$ cat config.mk
export PLATFORM = sky130hd
export DESIGN_NAME = lpcr_regs
export DESIGN_NICKNAME = d
export VERILOG_FILES = /design/src/common/lpcr_pkg.sv /design/src/lpcr_regs.sv /design/src/lpcr_sync.sv
export SDC_FILE = /design/constraint.sdc
export NUM_CORES = 1
export LEC_CHECK = 0
export BUFFER_PORTS_ARGS = -buffer_cell sky130_fd_sc_hd__buf_4
export CAP_MARGIN = 20
export CORE_ASPECT_RATIO = 1.4
export CORE_UTILIZATION = 40
export CTS_CLUSTER_SIZE = 30
export DETAILED_ROUTE_END_ITERATION = 6
export PLACE_DENSITY_LB_ADDON = 0.25
export SYNTH_ARGS = -nofsm -noshare
export SYNTH_HDL_FRONTEND = slang
export SYNTH_SLANG_ARGS = --single-unit
$ cat constraint.sdc
create_clock -name i_clk_sys -period 2.2 [get_ports i_clk_sys]
set_input_delay 0.33 -clock i_clk_sys [delete_from_list [all_inputs] [get_ports i_clk_sys]]
set_output_delay 0.33 -clock i_clk_sys [all_outputs]
set_load 0.005 [all_outputs]
$ cat src/common/lpcr_pkg.sv
// Purpose: Constants for the line pump control register bank.
// Assumes: Four-bit register address, eight-bit data port.
// Notes:   Offsets, field positions and reset values live here only.
package lpcr_pkg;
   // ==========================================================
   // Register addresses
   localparam logic [3:0] LPCR_ADDR_MAIN        = 4'h0;
   localparam logic [3:0] LPCR_ADDR_GAIN        = 4'h1;
   localparam logic [3:0] LPCR_ADDR_MASK        = 4'h2;
   localparam logic [3:0] LPCR_ADDR_COEF        = 4'h3;
   localparam logic [3:0] LPCR_ADDR_COEF_HI     = 4'h4;
   localparam logic [3:0] LPCR_ADDR_ACT_STAT    = 4'h5;
   localparam logic [3:0] LPCR_ADDR_AGC_STEP    = 4'h6;
   // ==========================================================
   // Reset values and reserved read value
   localparam logic [7:0] LPCR_MAIN_RESET       = 8'h00;
   localparam logic [7:0] LPCR_MASK_RESET       = 8'h00;
   localparam logic [7:0] LPCR_COEF_RESET       = 8'h00;
   localparam logic [7:0] LPCR_RSVD_READ        = 8'h00;
   // ==========================================================
   // Main control bit positions
   localparam int LPCR_B_TEST_PULSE  = 7;
   localparam int LPCR_B_BACK_LOOP   = 6;
   localparam int LPCR_B_FRONT_LOOP  = 5;
   localparam int LPCR_B_RPT_SIDE    = 4;
   localparam int LPCR_B_LOOP_NUM    = 3;
   localparam int LPCR_B_INS_LOSS    = 2;
   localparam int LPCR_B_QUIET       = 1;
   localparam int LPCR_B_ACT_REQ     = 0;
   // ==========================================================
   // Timing: test pulse spacing
   localparam int LPCR_CLK_HZ          = 50_000_000;
   localparam int LPCR_PULSE_GAP_MS    = 6;
   localparam int LPCR_PULSE_GAP_CYC   = LPCR_CLK_HZ / 1000 * LPCR_PULSE_GAP_MS;
   // ==========================================================
   // Line state
   typedef enum logic [1:0] {
      LPCR_INACTIVE,
      LPCR_ACTIVATING,
      LPCR_ACTIVE
   } lpcr_line_state_t;
endpackage : lpcr_pkg

$ cat src/lpcr_regs.sv
// Purpose: Register bank and main control logic of the line pump.
// Assumes: Parallel port strobes, address and data are asynchronous pins.
// Notes:   Write captured on strobe rising edge; read data driven while strobe low.
`timescale 1ns/1ps
//
// Contract
// - Writes decode addresses 0, 2, 3; reads decode addresses 0 to 6.
// - Either reset input restores every register to default.
// - Control bits act like the matching hardware pins.
// - Test pulse bit emits isolated pulses every 6 ms.
// - In test pulse mode, data selects sign, frame pulse selects magnitude.
// - Remote unit may start activation when test pulses selected.
// - Back-end loopback in active state loops rx data and frame pulse.
// - Front-end loopback in central mode from inactive activates on own signal.
// - In central mode only, loop number bit selects sync word; loop 2 uses Barker code.
// - Insertion loss bit sends scrambled all-ones pattern.
// - Remote unit may start activation in insertion loss mode.
// - Quiet bit forces deactivated state, transmitter silent.
// - Clearing quiet alone does not reactivate.
// - Remote unit ignores startup signal while quiet; may activate after.
// - Central mode, inactive, not quiet: level request starts activation.
// - Write data captured on write strobe rising edge with select low.
// - Read strobe low drives selected register onto data bus.
module lpcr_regs
   import lpcr_pkg::*;
#(
   parameter int PULSE_GAP_CYC = LPCR_PULSE_GAP_CYC
) (
   input  wire logic       i_clk_sys,
   input  wire logic       i_rst_n,
   input  wire logic       i_primary_reset_input_n,
   input  wire logic       i_secondary_reset_input_n,
   input  wire logic       i_device_select_n,
   input  wire logic       i_read_n,
   input  wire logic       i_write_n,
   input  wire logic [3:0] i_register_address_lines,
   input  wire logic [7:0] i_data,
   output logic      [7:0] o_data,
   output logic      [7:0] o_data_oe,
   input  wire logic       i_central_office_unit,
   input  wire logic       i_startup_signal,
   input  wire logic       i_activation_done,
   input  wire logic       i_activation_failed,
   input  wire logic       i_tx_data,
   input  wire logic       i_tx_frame_pulse,
   input  wire logic       i_rx_data,
   input  wire logic       i_rx_frame_pulse,
   input  wire logic [7:0] i_main_status,
   input  wire logic [7:0] i_receiver_gain_word,
   input  wire logic [7:0] i_noise_margin,
   input  wire logic [7:0] i_coefficient_low_byte,
   input  wire logic [7:0] i_coefficient_high_byte,
   input  wire logic [7:0] i_receiver_agc_step_gain,
   output logic      [7:0] o_main_control,
   output logic      [7:0] o_interrupt_mask,
   output logic      [7:0] o_coefficient_select,
   output logic      [1:0] o_line_state,
   output logic            o_tx_enable,
   output logic            o_tx_data,
   output logic            o_tx_frame_pulse,
   output logic            o_test_pulse,
   output logic            o_test_sign,
   output logic            o_test_magnitude,
   output logic            o_all_ones_pattern,
   output logic            o_loop2_sync_word,
   output logic            o_self_sync
);
   // ==========================================================
   // Pin synchronisers
   localparam int SYNC_W = 19;
   logic [SYNC_W-1:0] pins_async;
   logic [SYNC_W-1:0] pins;
   // Active-low pins enter inverted so the synchroniser reset value is their idle level
   assign pins_async = {~i_primary_reset_input_n, ~i_secondary_reset_input_n, ~i_device_select_n,
                        ~i_read_n, ~i_write_n, i_register_address_lines, i_data,
                        i_central_office_unit, i_startup_signal};

   lpcr_sync #(.WIDTH(SYNC_W)) u_sync (
      .i_clk_sys (i_clk_sys),
      .i_rst_n   (i_rst_n),
      .i_async   (pins_async),
      .o_sync    (pins)
   );

   logic       rst1_n;
   logic       rst2_n;
   logic       sel_n;
   logic       rd_n;
   logic       wr_n;
   logic [3:0] addr;
   logic [7:0] wdata;
   logic       co_mode;
   logic       startup;
   assign rst1_n  = !pins[18];
   assign rst2_n  = !pins[17];
   assign sel_n   = !pins[16];
   assign rd_n    = !pins[15];
   assign wr_n    = !pins[14];
   assign addr    = pins[13:10];
   assign wdata   = pins[9:2];
   assign co_mode = pins[1];
   assign startup = pins[0];

   // Synchronous soft reset from either reset pin
   logic soft_rst;
   assign soft_rst = !rst1_n || !rst2_n;

   // ==========================================================
   // Write port
   logic       wr_n_d;
   logic [7:0] main_control;
   logic [7:0] interrupt_mask;
   logic [7:0] coefficient_select;
   logic       wr_n_next_d;
   logic [7:0] next_main_control;
   logic [7:0] next_interrupt_mask;
   logic [7:0] next_coefficient_select;
   logic       wr_rise;
   assign wr_rise = wr_n && !wr_n_d && !sel_n;

   always_comb begin
      next_main_control       = main_control;
      next_interrupt_mask     = interrupt_mask;
      next_coefficient_select = coefficient_select;
      wr_n_next_d             = wr_n;
      if (soft_rst) begin
         next_main_control       = LPCR_MAIN_RESET;
         next_interrupt_mask     = LPCR_MASK_RESET;
         next_coefficient_select = LPCR_COEF_RESET;
      end else if (wr_rise) begin
         case (addr)
            LPCR_ADDR_MAIN: next_main_control       = wdata;
            LPCR_ADDR_MASK: next_interrupt_mask     = wdata;
            LPCR_ADDR_COEF: next_coefficient_select = wdata;
            default:        next_main_control       = main_control;
         endcase
      end
   end

   always_ff @(posedge i_clk_sys or negedge i_rst_n) begin
      if (!i_rst_n) begin
         wr_n_d             <= 1'b1;
         main_control       <= LPCR_MAIN_RESET;
         interrupt_mask     <= LPCR_MASK_RESET;
         coefficient_select <= LPCR_COEF_RESET;
      end else begin
         wr_n_d             <= wr_n_next_d;
         main_control       <= next_main_control;
         interrupt_mask     <= next_interrupt_mask;
         coefficient_select <= next_coefficient_select;
      end
   end

   // ==========================================================
   // Read port
   logic [7:0] next_data;
   logic [7:0] next_data_oe;

   always_comb begin
      next_data_oe = {8{!sel_n && !rd_n}};
      case (addr)
         LPCR_ADDR_MAIN:     next_data = i_main_status;
         LPCR_ADDR_GAIN:     next_data = i_receiver_gain_word;
         LPCR_ADDR_MASK:     next_data = i_noise_margin;
         LPCR_ADDR_COEF:     next_data = i_coefficient_low_byte;
         LPCR_ADDR_COEF_HI:  next_data = i_coefficient_high_byte;
         LPCR_ADDR_ACT_STAT: next_data = {6'h00, o_line_state};
         LPCR_ADDR_AGC_STEP: next_data = i_receiver_agc_step_gain;
         default:            next_data = LPCR_RSVD_READ;
      endcase
   end

   // ==========================================================
   // Control bit decode
   logic test_en;
   logic back_loop;
   logic front_loop;
   logic loop_num;
   logic ins_loss;
   logic quiet;
   logic act_req;
   assign test_en    = main_control[LPCR_B_TEST_PULSE];
   assign back_loop  = main_control[LPCR_B_BACK_LOOP];
   assign front_loop = main_control[LPCR_B_FRONT_LOOP];
   assign loop_num   = main_control[LPCR_B_LOOP_NUM];
   assign ins_loss   = main_control[LPCR_B_INS_LOSS];
   assign quiet      = main_control[LPCR_B_QUIET];
   assign act_req    = main_control[LPCR_B_ACT_REQ];

   // ==========================================================
   // Line state machine
   lpcr_line_state_t state;
   lpcr_line_state_t next_state;
   logic             start_act;

   always_comb begin
      if (co_mode) begin
         start_act = act_req || front_loop;
      end else begin
         start_act = startup || test_en || ins_loss;
      end
      next_state = state;
      case (state)
         LPCR_INACTIVE:   if (!quiet && start_act) begin
            next_state = LPCR_ACTIVATING;
         end
         LPCR_ACTIVATING: if (i_activation_failed) begin
            next_state = LPCR_INACTIVE;
         end else if (i_activation_done) begin
            next_state = LPCR_ACTIVE;
         end
         LPCR_ACTIVE:     next_state = LPCR_ACTIVE;
         default:         next_state = LPCR_INACTIVE;
      endcase
      if (quiet || soft_rst) begin
         next_state = LPCR_INACTIVE;
      end
   end

   // ==========================================================
   // Test pulse timer
   logic [31:0] gap_cnt;
   logic [31:0] next_gap_cnt;
   logic        next_test_pulse;

   always_comb begin
      next_gap_cnt    = 32'h0000_0000;
      next_test_pulse = 1'b0;
      if (test_en) begin
         if (gap_cnt >= 32'(PULSE_GAP_CYC - 1)) begin
            next_test_pulse = 1'b1;
         end else begin
            next_gap_cnt = gap_cnt + 32'h0000_0001;
         end
      end
   end

   // ==========================================================
   // Transmit path and status outputs
   logic next_tx_enable;
   logic next_tx_data;
   logic next_tx_frame_pulse;
   logic active;
   assign active = (state == LPCR_ACTIVE);

   always_comb begin
      next_tx_enable      = !quiet && (state != LPCR_INACTIVE || test_en || ins_loss);
      next_tx_data        = i_tx_data;
      next_tx_frame_pulse = i_tx_frame_pulse;
      if (back_loop && active) begin
         next_tx_data        = i_rx_data;
         next_tx_frame_pulse = i_rx_frame_pulse;
      end
   end

   always_ff @(posedge i_clk_sys or negedge i_rst_n) begin
      if (!i_rst_n) begin
         state                <= LPCR_INACTIVE;
         gap_cnt              <= 32'h0000_0000;
         o_test_pulse         <= 1'b0;
         o_test_sign          <= 1'b0;
         o_test_magnitude     <= 1'b0;
         o_data               <= LPCR_RSVD_READ;
         o_data_oe            <= 8'h00;
         o_tx_enable          <= 1'b0;
         o_tx_data            <= 1'b0;
         o_tx_frame_pulse     <= 1'b0;
         o_all_ones_pattern   <= 1'b0;
         o_loop2_sync_word    <= 1'b0;
         o_self_sync          <= 1'b0;
         o_line_state         <= 2'h0;
         o_main_control       <= LPCR_MAIN_RESET;
         o_interrupt_mask     <= LPCR_MASK_RESET;
         o_coefficient_select <= LPCR_COEF_RESET;
      end else begin
         state                <= next_state;
         gap_cnt              <= next_gap_cnt;
         o_test_pulse         <= next_test_pulse;
         o_test_sign          <= i_tx_data;
         o_test_magnitude     <= i_tx_frame_pulse;
         o_data               <= next_data;
         o_data_oe            <= next_data_oe;
         o_tx_enable          <= next_tx_enable;
         o_tx_data            <= next_tx_data;
         o_tx_frame_pulse     <= next_tx_frame_pulse;
         o_all_ones_pattern   <= ins_loss && !quiet;
         o_loop2_sync_word    <= co_mode && loop_num;
         o_self_sync          <= co_mode && front_loop;
         o_line_state         <= next_state;
         o_main_control       <= next_main_control;
         o_interrupt_mask     <= next_interrupt_mask;
         o_coefficient_select <= next_coefficient_select;
      end
   end
endmodule : lpcr_regs

$ cat src/lpcr_sync.sv
// Purpose: Two-flop synchroniser for asynchronous pin inputs.
// Assumes: Destination clock is i_clk_sys.
// Notes:   First stage is read only by the second stage.
`timescale 1ns/1ps
module lpcr_sync #(
   parameter int WIDTH = 1
) (
   input  wire logic             i_clk_sys,
   input  wire logic             i_rst_n,
   input  wire logic [WIDTH-1:0] i_async,
   output logic      [WIDTH-1:0] o_sync
);
   logic [WIDTH-1:0] stage1;

   always_ff @(posedge i_clk_sys or negedge i_rst_n) begin
      if (!i_rst_n) begin
         stage1 <= '0;
         o_sync <= '0;
      end else begin
         stage1 <= i_async;
         o_sync <= stage1;
      end
   end
endmodule : lpcr_sync

==> impl_metrics.toml, run 1 <==
[outcome]
status = "complete, no violations"

[detailed_routing]
drt_iter0_markers = 153
top_layer_used = "met4"
totalWireLength_um = 10300
dr.pass1.iters = 4
met2_wirelength_um = 5280
drc_errors = 0
detail_route.vias_per_cell = 5.10
m1WireLength_um = 4060
wl_per_cell_um = 15.4
antenna_left = 0
via_count = 3403
dr_wl_met3_um = 761

[placement]
dpl_cell_area_mm2 = 0.00556
place_congestion = 0.776
portBuffers = 125
post-dp-hpwl_um = 7290

[timing]
rsz0062_at_grt = "false"
timing.fmax_mhz = 494
tns_ns = 0
period_share_pct = 92.0
max_slew_margin_pct = 60.5
slew_violations = 0
setup_viol = 0
post-route-min-period_ns = 2.02
hold_viol = 0
tightest_slew_ns = 0.592
finClkSkew_ns = 0.00864

[critical_path]
path_class = "reg2reg"
crit_fanout = 19
timing.rr.start = "gap_cnt[0]"
cp_slowest_cell = "dfrtp_1"
rrSetupSlack_ns = 0.18
rr_worst_depth = 5
worst-path-buf-inv = 0
regToRegEndpoint = "gap_cnt[12]"
worst_ep_arrival_time_ns = 2.34
critPathTopFamily = "compound AO/OA/AOI/OAI gates"
cp_data_required_time_ns = 2.52
end_kind = "flip-flop"
max_stage_delay_ns = 0.38
start_kind = "flip-flop"
path_cells = "ha_1 -> a41o_1 -> a311oi_2 -> o2111ai_4 -> a21oi_1"

[floorplan]
die-area_mm2 = 0.0116
rows = 45
start_util_pct = 41.2
die_h_um = 127
io_pins = 126
die_w_um = 91.1
core-area_mm2 = 0.0108

[yosys]
synth_ff_type = "dfrtp_1"
synth.avg_cell_area_um2 = 12.0
ys_warn_count = 0
synthTopCellsByCount = "dfrtp_1, nand2_1, nand3_1, a21oi_1, nor2_1"
ys_seq_area_share_pct = 64.7
synth_top_cells_by_area = "dfrtp_1, nand3_1, a21oi_1"
netlist_area_mm2 = 0.00445
yosysTopAreaCell = "dfrtp_1"
async_flop_share_pct = 100
synth.distinct_cells = 50
netlist.area_leader.share_pct = 64.1
synth_edf_count = 0
syn_inst = 371
yosysMostFrequentCell = "dfrtp_1"
ys_ff_latch = 115

[hold_path]
worstHoldStart = "i_data[6]"
min_path_cells = 1
worst_hold_path_type = "in2reg"
min_to = "u_sync.stage1[8]"

[clocking]
cts.clk_slew.worst_paths_ns = 0.05
clock_path_buffers = 2
cts-buffers-inserted = 17
clock-sinks = 115
cts_resized = 0
postCtsHoldBufs = 1
cts_htree_levels = 4
clkLatencyLatePin_ns = 0.41
postCtsSetupBuffers = 0
cts_tree = "yes"
root_buffer = "clkbuf_16"

[power]
switching_share_pct = 21.2
pwr-share-comb_pct = 5.5
power_frac_clock_pct = 52.6
peakVddDrop_mv = 0.640
leakagePower_nw = 2.83
seqPwrFrac_pct = 41.9
power.density_mw_per_mm2 = 859
intPower_mw = 4.18
p_switching_mw = 1.13

[global_route]
grt_max_degree = 58
grt_pass1_vias = 3426
grt_use_total_pct = 19.1
grt-ovfl-total = 0
antenna_found_initial = 0
grt_pass1_wl_um = 16800

[flow_run]
maxCapViolCount = 0

[layout]
final_nets = 589
drive_gt1_share_pct = 33.8
fin_area_mm2 = 0.00618
syn2layout_area_growth_pct = 38.9
num_antenna_cells = 0
## metrics by stage
| stage | utilization [%] | power, mW | cells | hold slack (ns) | setup WS (ns) |
|---|---|---|---|---|---|
| after global routing | 57.2 | 5.50 | 667 | 0.0115 | 0.00612 |
| after global placement | 51.4 | 2.55 | 634 | 0.229 | 0.246 |
| after CTS | 57.2 | 5.37 | 667 | 0.00697 | 0.153 |
| after detailed placement | 51.4 | 2.56 | 634 | 0.227 | 0.172 |
| final | 57.2 | 5.31 | 667 | 0.0243 | 0.175 |
| after floorplan | - | 2.34 | 383 | 0.0344 | 0.374 |
## worst max-delay path by stage
stage | start | to | slack (ns) | cells past startpoint
after floorplan | gap_cnt[0] | gap_cnt[10] | 0.37 | 7
after global placement | gap_cnt[0] | gap_cnt[16] | 0.25 | 5
after detailed placement | gap_cnt[0] | gap_cnt[12] | 0.17 | 5
after CTS | gap_cnt[0] | gap_cnt[12] | 0.15 | 5
after global routing | gap_cnt[0] | gap_cnt[17] | 0.006 | 5
final | gap_cnt[0] | gap_cnt[12] | 0.18 | 5
## layer usage
| layer | vias to the layer above | global-route usage [%] |
|---|---|---|
| met3 | 16 | 4.86 |
| met1 | 1655 | 22.3 |
| met2 | 145 | 32.0 |
| met4 | 0 | 10.7 |
| met5 | - | 0 |
| li1 | 1587 | - |
## worst register-to-register path, stage by stage, from the launching register on
cell and delay (ns):
dfrtp_1 0.38, ha_1 0.31, a41o_1 0.29, a311oi_2 0.35, o2111ai_4 0.35, a21oi_1 0.25
## layout make-up
| type | instances | area [um2] |
|---|---|---|
| fill | 885 | 4630 |
| multi-input combinational | 237 | 1450 |
| tap | 141 | 176 |
| sequential | 115 | 2880 |
| inverter | 9 | 33.8 |
| clock buffer | 20 | 457 |
| timing repair buffer | 133 | 1030 |
| clock inverter | 12 | 156 |
## power by group through the flow
stage	logic (mW)	registers, mW	clock network, mW
3_5_place_dp	0.293	2.26	0
5_1_grt	0.321	2.23	2.95
6_report	0.290	2.23	2.79
4_1_cts	0.295	2.23	2.85
2_1_floorplan	0.0963	2.25	0
3_3_place_gp	0.288	2.26	0
## cell usage in the layout, fill, tap and decap left out, types with 7 or more instances in the layout
| cell | Yosys | layout |
|---|---|---|
| buf_4 | 8 | 130 |
| dfrtp_1 | 114 | 114 |
| nand3_1 | 33 | 33 |
| nand2_1 | 33 | 33 |
| a21oi_1 | 31 | 31 |
| nor2_1 | 21 | 21 |
| clkbuf_16 | 0 | 17 |
| conb_1 | 1 | 13 |
| inv_1 | 9 | 9 |
| xor2_1 | 8 | 8 |
| a22oi_1 | 7 | 7 |
| o21ai_0 | 7 | 7 |
| clkinvlp_4 | 0 | 7 |
## registers in the layout, summed over array words and instances (netlist names)
register / flops
gap_cnt: 32
u_sync.o_sync: 19
u_sync.stage1: 19
o_coefficient_select: 8
o_data: 8
o_interrupt_mask: 8
o_main_control: 8
state: 2
o_all_ones_pattern: 1
o_data_oe: 1
o_loop2_sync_word: 1
o_self_sync: 1
o_test_magnitude: 1
o_test_pulse: 1
o_test_sign: 1
o_tx_data: 1
o_tx_enable: 1
o_tx_frame_pulse: 1
wr_n_d: 1
## logic make-up after synthesis
group	share of synthesized area, %
and+or+nand+nor	16.1
muxes	3.12
xor gates and xnor gates	1.97
buffers and inverters	3.63
DFF	64.7
AOI/OAI and AO/OA	10.2
adders and majority gates	0.281
other	0.0843
No activity file was read; power rests on OpenSTA's default activity.
==> run 2, diff against run 1 <==
CTS_CLUSTER_DIAMETER = 60   (was not set)
SETUP_SLACK_MARGIN = 0.4   (was not set)
==> run 2 against run 1 <==
  * The flow now finishes with violations (hold timing)
  * Power increased by 1.8%
  * Setup slack gained 0.30 ns
  * Critical endpoint is now gap_cnt[13]
  * Critical path type unchanged
  * Design area is 1.5% higher
  * Utilization grew 0.84 points
  * Routed wire length decreased by 2.6%
  * Combinational power barely moved
  * Die area did not move
  * Final cell count up 0.75%
==> impl_metrics.toml, run 2 (same netlist as run 1, synthesis figures left out) <==
[timing]
finClkSkew_ns = 0.00756
hold_viol = 13
setup_viol = 0
timing.fmax_mhz = 578
hold_ws_ns = -0.0439
rsz0062_at_grt = "false"
tightest_slew_ns = 0.626
post-route-min-period_ns = 1.73
setup_ws_ns = 0.471
slew_violations = 0
period_share_pct = 78.6
max_slew_margin_pct = 58.3
tns_ns = 0

[outcome]
status = "finished, violations left"
violations = "hold timing"

[detailed_routing]
antenna_left = 0
dr.pass1.iters = 5
drc_errors = 0
wl_per_cell_um = 14.9
detail_route.vias_per_cell = 4.95
totalWireLength_um = 10000
via_count = 3329
drt_iter0_markers = 201

[floorplan]
rows = 45
die_w_um = 91.1
start_util_pct = 41.2
core-area_mm2 = 0.0108
die-area_mm2 = 0.0116
io_pins = 126
die_h_um = 127

[global_route]
grt-ovfl-total = 0
grt_pass1_vias = 3315
antenna_found_initial = 0
grt_pass1_wl_um = 16200
grt_max_degree = 116
grt_use_total_pct = 18.4

[layout]
final_common_cell = "buf_4"
final_nets = 596
drive_gt1_share_pct = 35.6
largest-register = "gap_cnt"
syn2layout_area_growth_pct = 41.0
layout_common_cells = "buf_4, dfrtp_1, nand3_1, nand2_1, a21oi_1"
num_antenna_cells = 0
largest_register_ffs = 32
reg.largest.list = "gap_cnt (32), u_sync.o_sync (19), u_sync.stage1 (19)"

[placement]
place_congestion = 0.778
preCtsSetupSlack_ns = 0.332
portBuffers = 125
post-dp-hpwl_um = 6990

[clocking]
clkLatencyLatePin_ns = 0.41
cts.clk_slew.worst_paths_ns = 0.05
postCtsHoldBufs = 0
cts-buffers-inserted = 17
cts_tree = "yes"
cts_htree_levels = 4
clock-sinks = 115
root_buffer = "clkbuf_16"
clock_path_buffers = 2

[critical_path]
crit_fanout = 9
cp_data_required_time_ns = 2.52
timing.rr.start = "gap_cnt[0]"
max_stage_delay_ns = 0.39
rrSetupSlack_ns = 0.47
cp_slowest_cell = "dfrtp_1"
start_kind = "flip-flop"
path_cells = "ha_1 -> a41o_1 -> a311oi_4 -> o2111ai_4 -> buf_4 -> a21oi_1"
worst_ep_arrival_time_ns = 2.05
end_kind = "flip-flop"
path_class = "reg2reg"
rr_worst_depth = 6
regToRegEndpoint = "gap_cnt[13]"

[power]
switching_share_pct = 19.6
peakVddDrop_mv = 0.595
seqPwrFrac_pct = 41.2
power.density_mw_per_mm2 = 862
pwr-share-comb_pct = 5.3
power_mw = 5.41
power_frac_clock_pct = 53.5
p_switching_mw = 1.06
intPower_mw = 4.35
leakagePower_nw = 2.90

[flow_run]
maxCapViolCount = 0

[hold_path]
worst_hold_path_type = "in2async"
-- run 2: area by class of cell --
| cell class | count | area (um2) |
|---|---|---|
| clock inverters | 9 | 153 |
| inverters | 9 | 33.8 |
| flip-flops and latches | 115 | 2880 |
| repair buffers | 140 | 1060 |
| clock buffers | 21 | 480 |
| fillers | 919 | 4540 |
| well taps | 141 | 176 |
| multi-input cells | 237 | 1490 |
-- run 2: per-stage QoR --
step	cell area, um2	instances	util (%)
after floorplan	4490	383	-
after global placement	5580	637	51.6
after detailed placement	5580	637	51.6
after CTS	6240	670	57.7
after global routing	6270	672	58.0
final	6270	672	58.0
-- run 2: critical path, delay by kind of cell, from the launching register on --
kind                       cells  cell delay [ns]
AOI/OAI and AO/OA              4             0.83
buffers and inverters          1             0.21
adders and majority gates      1             0.22
DFF                            1             0.39
-- run 2: power by group through the flow --
stage	logic [mW]	registers, mW	clock network, mW
3_5_place_dp	0.291	2.26	0
2_1_floorplan	0.0963	2.25	0
3_3_place_gp	0.287	2.26	0
5_1_grt	0.319	2.23	3.05
4_1_cts	0.292	2.23	2.94
6_report	0.288	2.23	2.89
-- run 2: timing repair --
item,4_1_cts,5_1_grt
pin swaps,1,1
buffers inserted,3,2
resized for setup,1,6
endpoints found under the setup margin,26,15
-- run 2: worst max path at each step --
stage | startpoint | to | slack, ns | cells after the start
CTS | gap_cnt[2] | gap_cnt[17] | 0.41 | 4
global route | u_sync.o_sync[12] | o_interrupt_mask[3] | 0.40 | 5
floorplan | gap_cnt[0] | gap_cnt[10] | 0.41 | 7
global placement | gap_cnt[0] | gap_cnt[17] | 0.42 | 5
finish | gap_cnt[0] | gap_cnt[13] | 0.47 | 6
detailed placement | gap_cnt[0] | gap_cnt[16] | 0.33 | 5
-- run 2: routing by layer --
metal	track usage (%)	part of all wire (%)	vias up
li1	-	-	1596
met1	21.5	39	1600
met2	31.1	53	111
met3	5.52	5.5	22
met4	8.78	2.7	0
met5	0	0	-
==> run 3, diff against run 2 <==
ABC_AREA = 1   (was not set)
clock period = 1.73 ns   (was 2.2 ns; I/O delays follow)
==> run 3 against run 2 <==
  * The run now ends clean
  * Sequential cell count did not move
  * Final cell count rose by 17%
  * Routed wire length rose by 16%
  * Global-route usage rose by 1.5 points
  * Clock-buffer cell count fell by 3
  * Via count rose by 11%
  * Setup slack got worse by 0.25 ns
  * Highest routed layer unchanged
==> impl_metrics.toml, run 3 <==
[outcome]
status = "complete, no violations"

[floorplan]
die-area_mm2 = 0.0116
die_h_um = 127
core-area_mm2 = 0.0109
io_pins = 126
rows = 45
start_util_pct = 41.3
die_w_um = 91.5

[yosys]
async_flop_share_pct = 100
synth_ff_type = "dfrtp_1"
synthTopCellsByCount = "dfrtp_1, nand2_1, nor2_1, inv_1, o21ai_0"
yosysMostFrequentCell = "dfrtp_1"
netlist.area_leader.share_pct = 63.6
ys_ff_latch = 115
synth.avg_cell_area_um2 = 10.2
netlist_area_mm2 = 0.00449
ys_warn_count = 0
ys_seq_area_share_pct = 64.2
synth.distinct_cells = 28
syn_inst = 439
yosysTopAreaCell = "dfrtp_1"
synth_top_cells_by_area = "dfrtp_1, nand2_1, nor2_1"
synth_edf_count = 0

[timing]
setup_viol = 0
post-route-min-period_ns = 1.51
timing.fmax_mhz = 661
hold_viol = 0
rsz0062_at_grt = "true"
tns_ns = 0
finClkSkew_ns = 0.00971
slew_violations = 0
period_share_pct = 87.4

[detailed_routing]
via_count = 3696
wl_per_cell_um = 14.7
antenna_left = 0
drc_errors = 0
totalWireLength_um = 11600
detail_route.vias_per_cell = 4.70
dr.pass1.iters = 6
drt_iter0_markers = 134

[global_route]
antenna_found_initial = 0
grt_pass1_wl_um = 17500
grt_pass1_vias = 3705
grt_use_total_pct = 20.0
grt_max_degree = 52
grt-ovfl-total = 0

[clocking]
root_buffer = "clkbuf_16"
cts_tree = "yes"
cts_htree_levels = 4
cts-buffers-inserted = 17
clkLatencyLatePin_ns = 0.41
cts.clk_slew.worst_paths_ns = 0.06
clock-sinks = 115
clock_path_buffers = 2

[critical_path]
timing.rr.start = "u_sync.o_sync[12]"
cp_data_required_time_ns = 2.02
end_kind = "flip-flop"
rr_worst_depth = 6
crit_fanout = 8
regToRegEndpoint = "o_main_control[1]"
start_kind = "flip-flop"
path_class = "reg2reg"
rrSetupSlack_ns = 0.22
worst_ep_arrival_time_ns = 1.80

[power]
leakagePower_nw = 3.30
peakVddDrop_mv = 0.908
power.density_mw_per_mm2 = 982

[layout]
drive_gt1_share_pct = 41.8
num_antenna_cells = 0
layout_common_cells = "buf_4, dfrtp_1, nand2_1"
final_nets = 710
largest_register_ffs = 32
fin_area_mm2 = 0.00689
reg.largest.list = "gap_cnt (32), u_sync.o_sync (19), u_sync.stage1 (19)"
largest-register = "gap_cnt"
final_common_cell = "buf_4"
syn2layout_area_growth_pct = 53.5

[placement]
place_congestion = 0.911
dpl_cell_area_mm2 = 0.00564
portBuffers = 125
post-dp-hpwl_um = 7880

[hold_path]
min_to = "o_data[7]"
worstHoldStart = "i_receiver_agc_step_gain[7]"
worst_hold_path_type = "in2reg"
min_path_cells = 3

[flow_run]
maxCapViolCount = 0
[run 3: changes by cell type after synthesis, moves of 9 or more]
cell,before,now
nor2_1,21,44
a21oi_1,31,8
o21ai_1,0,9
clkbuf_1,10,0
nand2_1,33,112
o21ai_0,7,27
nand3_1,33,17
inv_1,9,40
nor2_4,0,11
[run 3: cell type report]
class	instances	area [um2]
timing repair inverter	2	15.0
clock buffer	18	429
sequential	115	2890
timing repair buffer	174	1420
multi-input combinational	283	1650
inverter	41	166
tap	141	176
clock inverter	13	138
fill	849	3980
[run 3: power by group]
group / internal [mW] / leakage, nW / switching [mW]
logic: 0.304 / 1.59 / 0.256
clock network: 2.10 / 0.272 / 1.21
registers: 2.82 / 1.44 / 0.0698
total: 5.23 / 3.30 / 1.54
[run 3: worst max-delay path by stage]
stage	start	slack, ns	endpoint
global placement	gap_cnt[0]	0.23	gap_cnt[7]
finish	u_sync.o_sync[12]	0.22	o_main_control[1]
floorplan	gap_cnt[16]	0.37	gap_cnt[9]
detailed placement	gap_cnt[0]	0.17	gap_cnt[8]
global route	u_sync.o_sync[12]	0.15	o_main_control[1]
CTS	gap_cnt[0]	0.28	gap_cnt[7]
[run 3: layer usage]
| layer | vias up | track usage, % | share of wire (%) |
|---|---|---|---|
| li1 | 1761 | - | - |
| met1 | 1820 | 22.1 | 38 |
| met2 | 101 | 34.8 | 56 |
| met3 | 14 | 7.32 | 5.0 |
| met4 | 0 | 7.94 | 1.3 |
| met5 | - | 0 | 0 |
[run 3: repair_timing]
item | in CTS | in global routing
gates cloned | 0 | 3
hold buffers | 22 | 0
resized for setup | 20 | 85
hold endpoints to repair | 50 | 0
pin swaps | 0 | 17
setup buffers | 3 | 15
endpoints found under the setup margin | 52 | 59
[run 3: stage by stage]
stage / util, % / setup WS [ns] / hold WS, ns / cells / total power, mW
finish: 63.4 / 0.218 / 0.0623 / 787 / 6.76
CTS: 59.8 / 0.277 / 0.0648 / 769 / 6.76
floorplan: - / 0.370 / -0.0361 / 451 / 3.04
detailed placement: 51.9 / 0.169 / 0.229 / 713 / 3.39
global route: 63.4 / 0.147 / 0.0623 / 787 / 7.01
global placement: 51.9 / 0.228 / 0.225 / 713 / 3.37
[run 3: logic make-up after synthesis]
family	after synthesis	synth area share (%)
muxes	2	0.502
adders and majority gates	1	0.279
buffers and inverters	53	5.49
and+or+nand+nor	206	21.3
xor gates and xnor gates	14	2.73
AOI/OAI and AO/OA	47	5.41
other	1	0.0836
DFF	115	64.2
[run 3: worst max-delay path: stages, from the launching register on]
cell	delay (ns)
dfrtp_1	0.41
nor2_4	0.21
nand2_4	0.09
o21ai_4	0.24
clkinvlp_4	0.26
nand2_1	0.10
o21ai_0	0.07
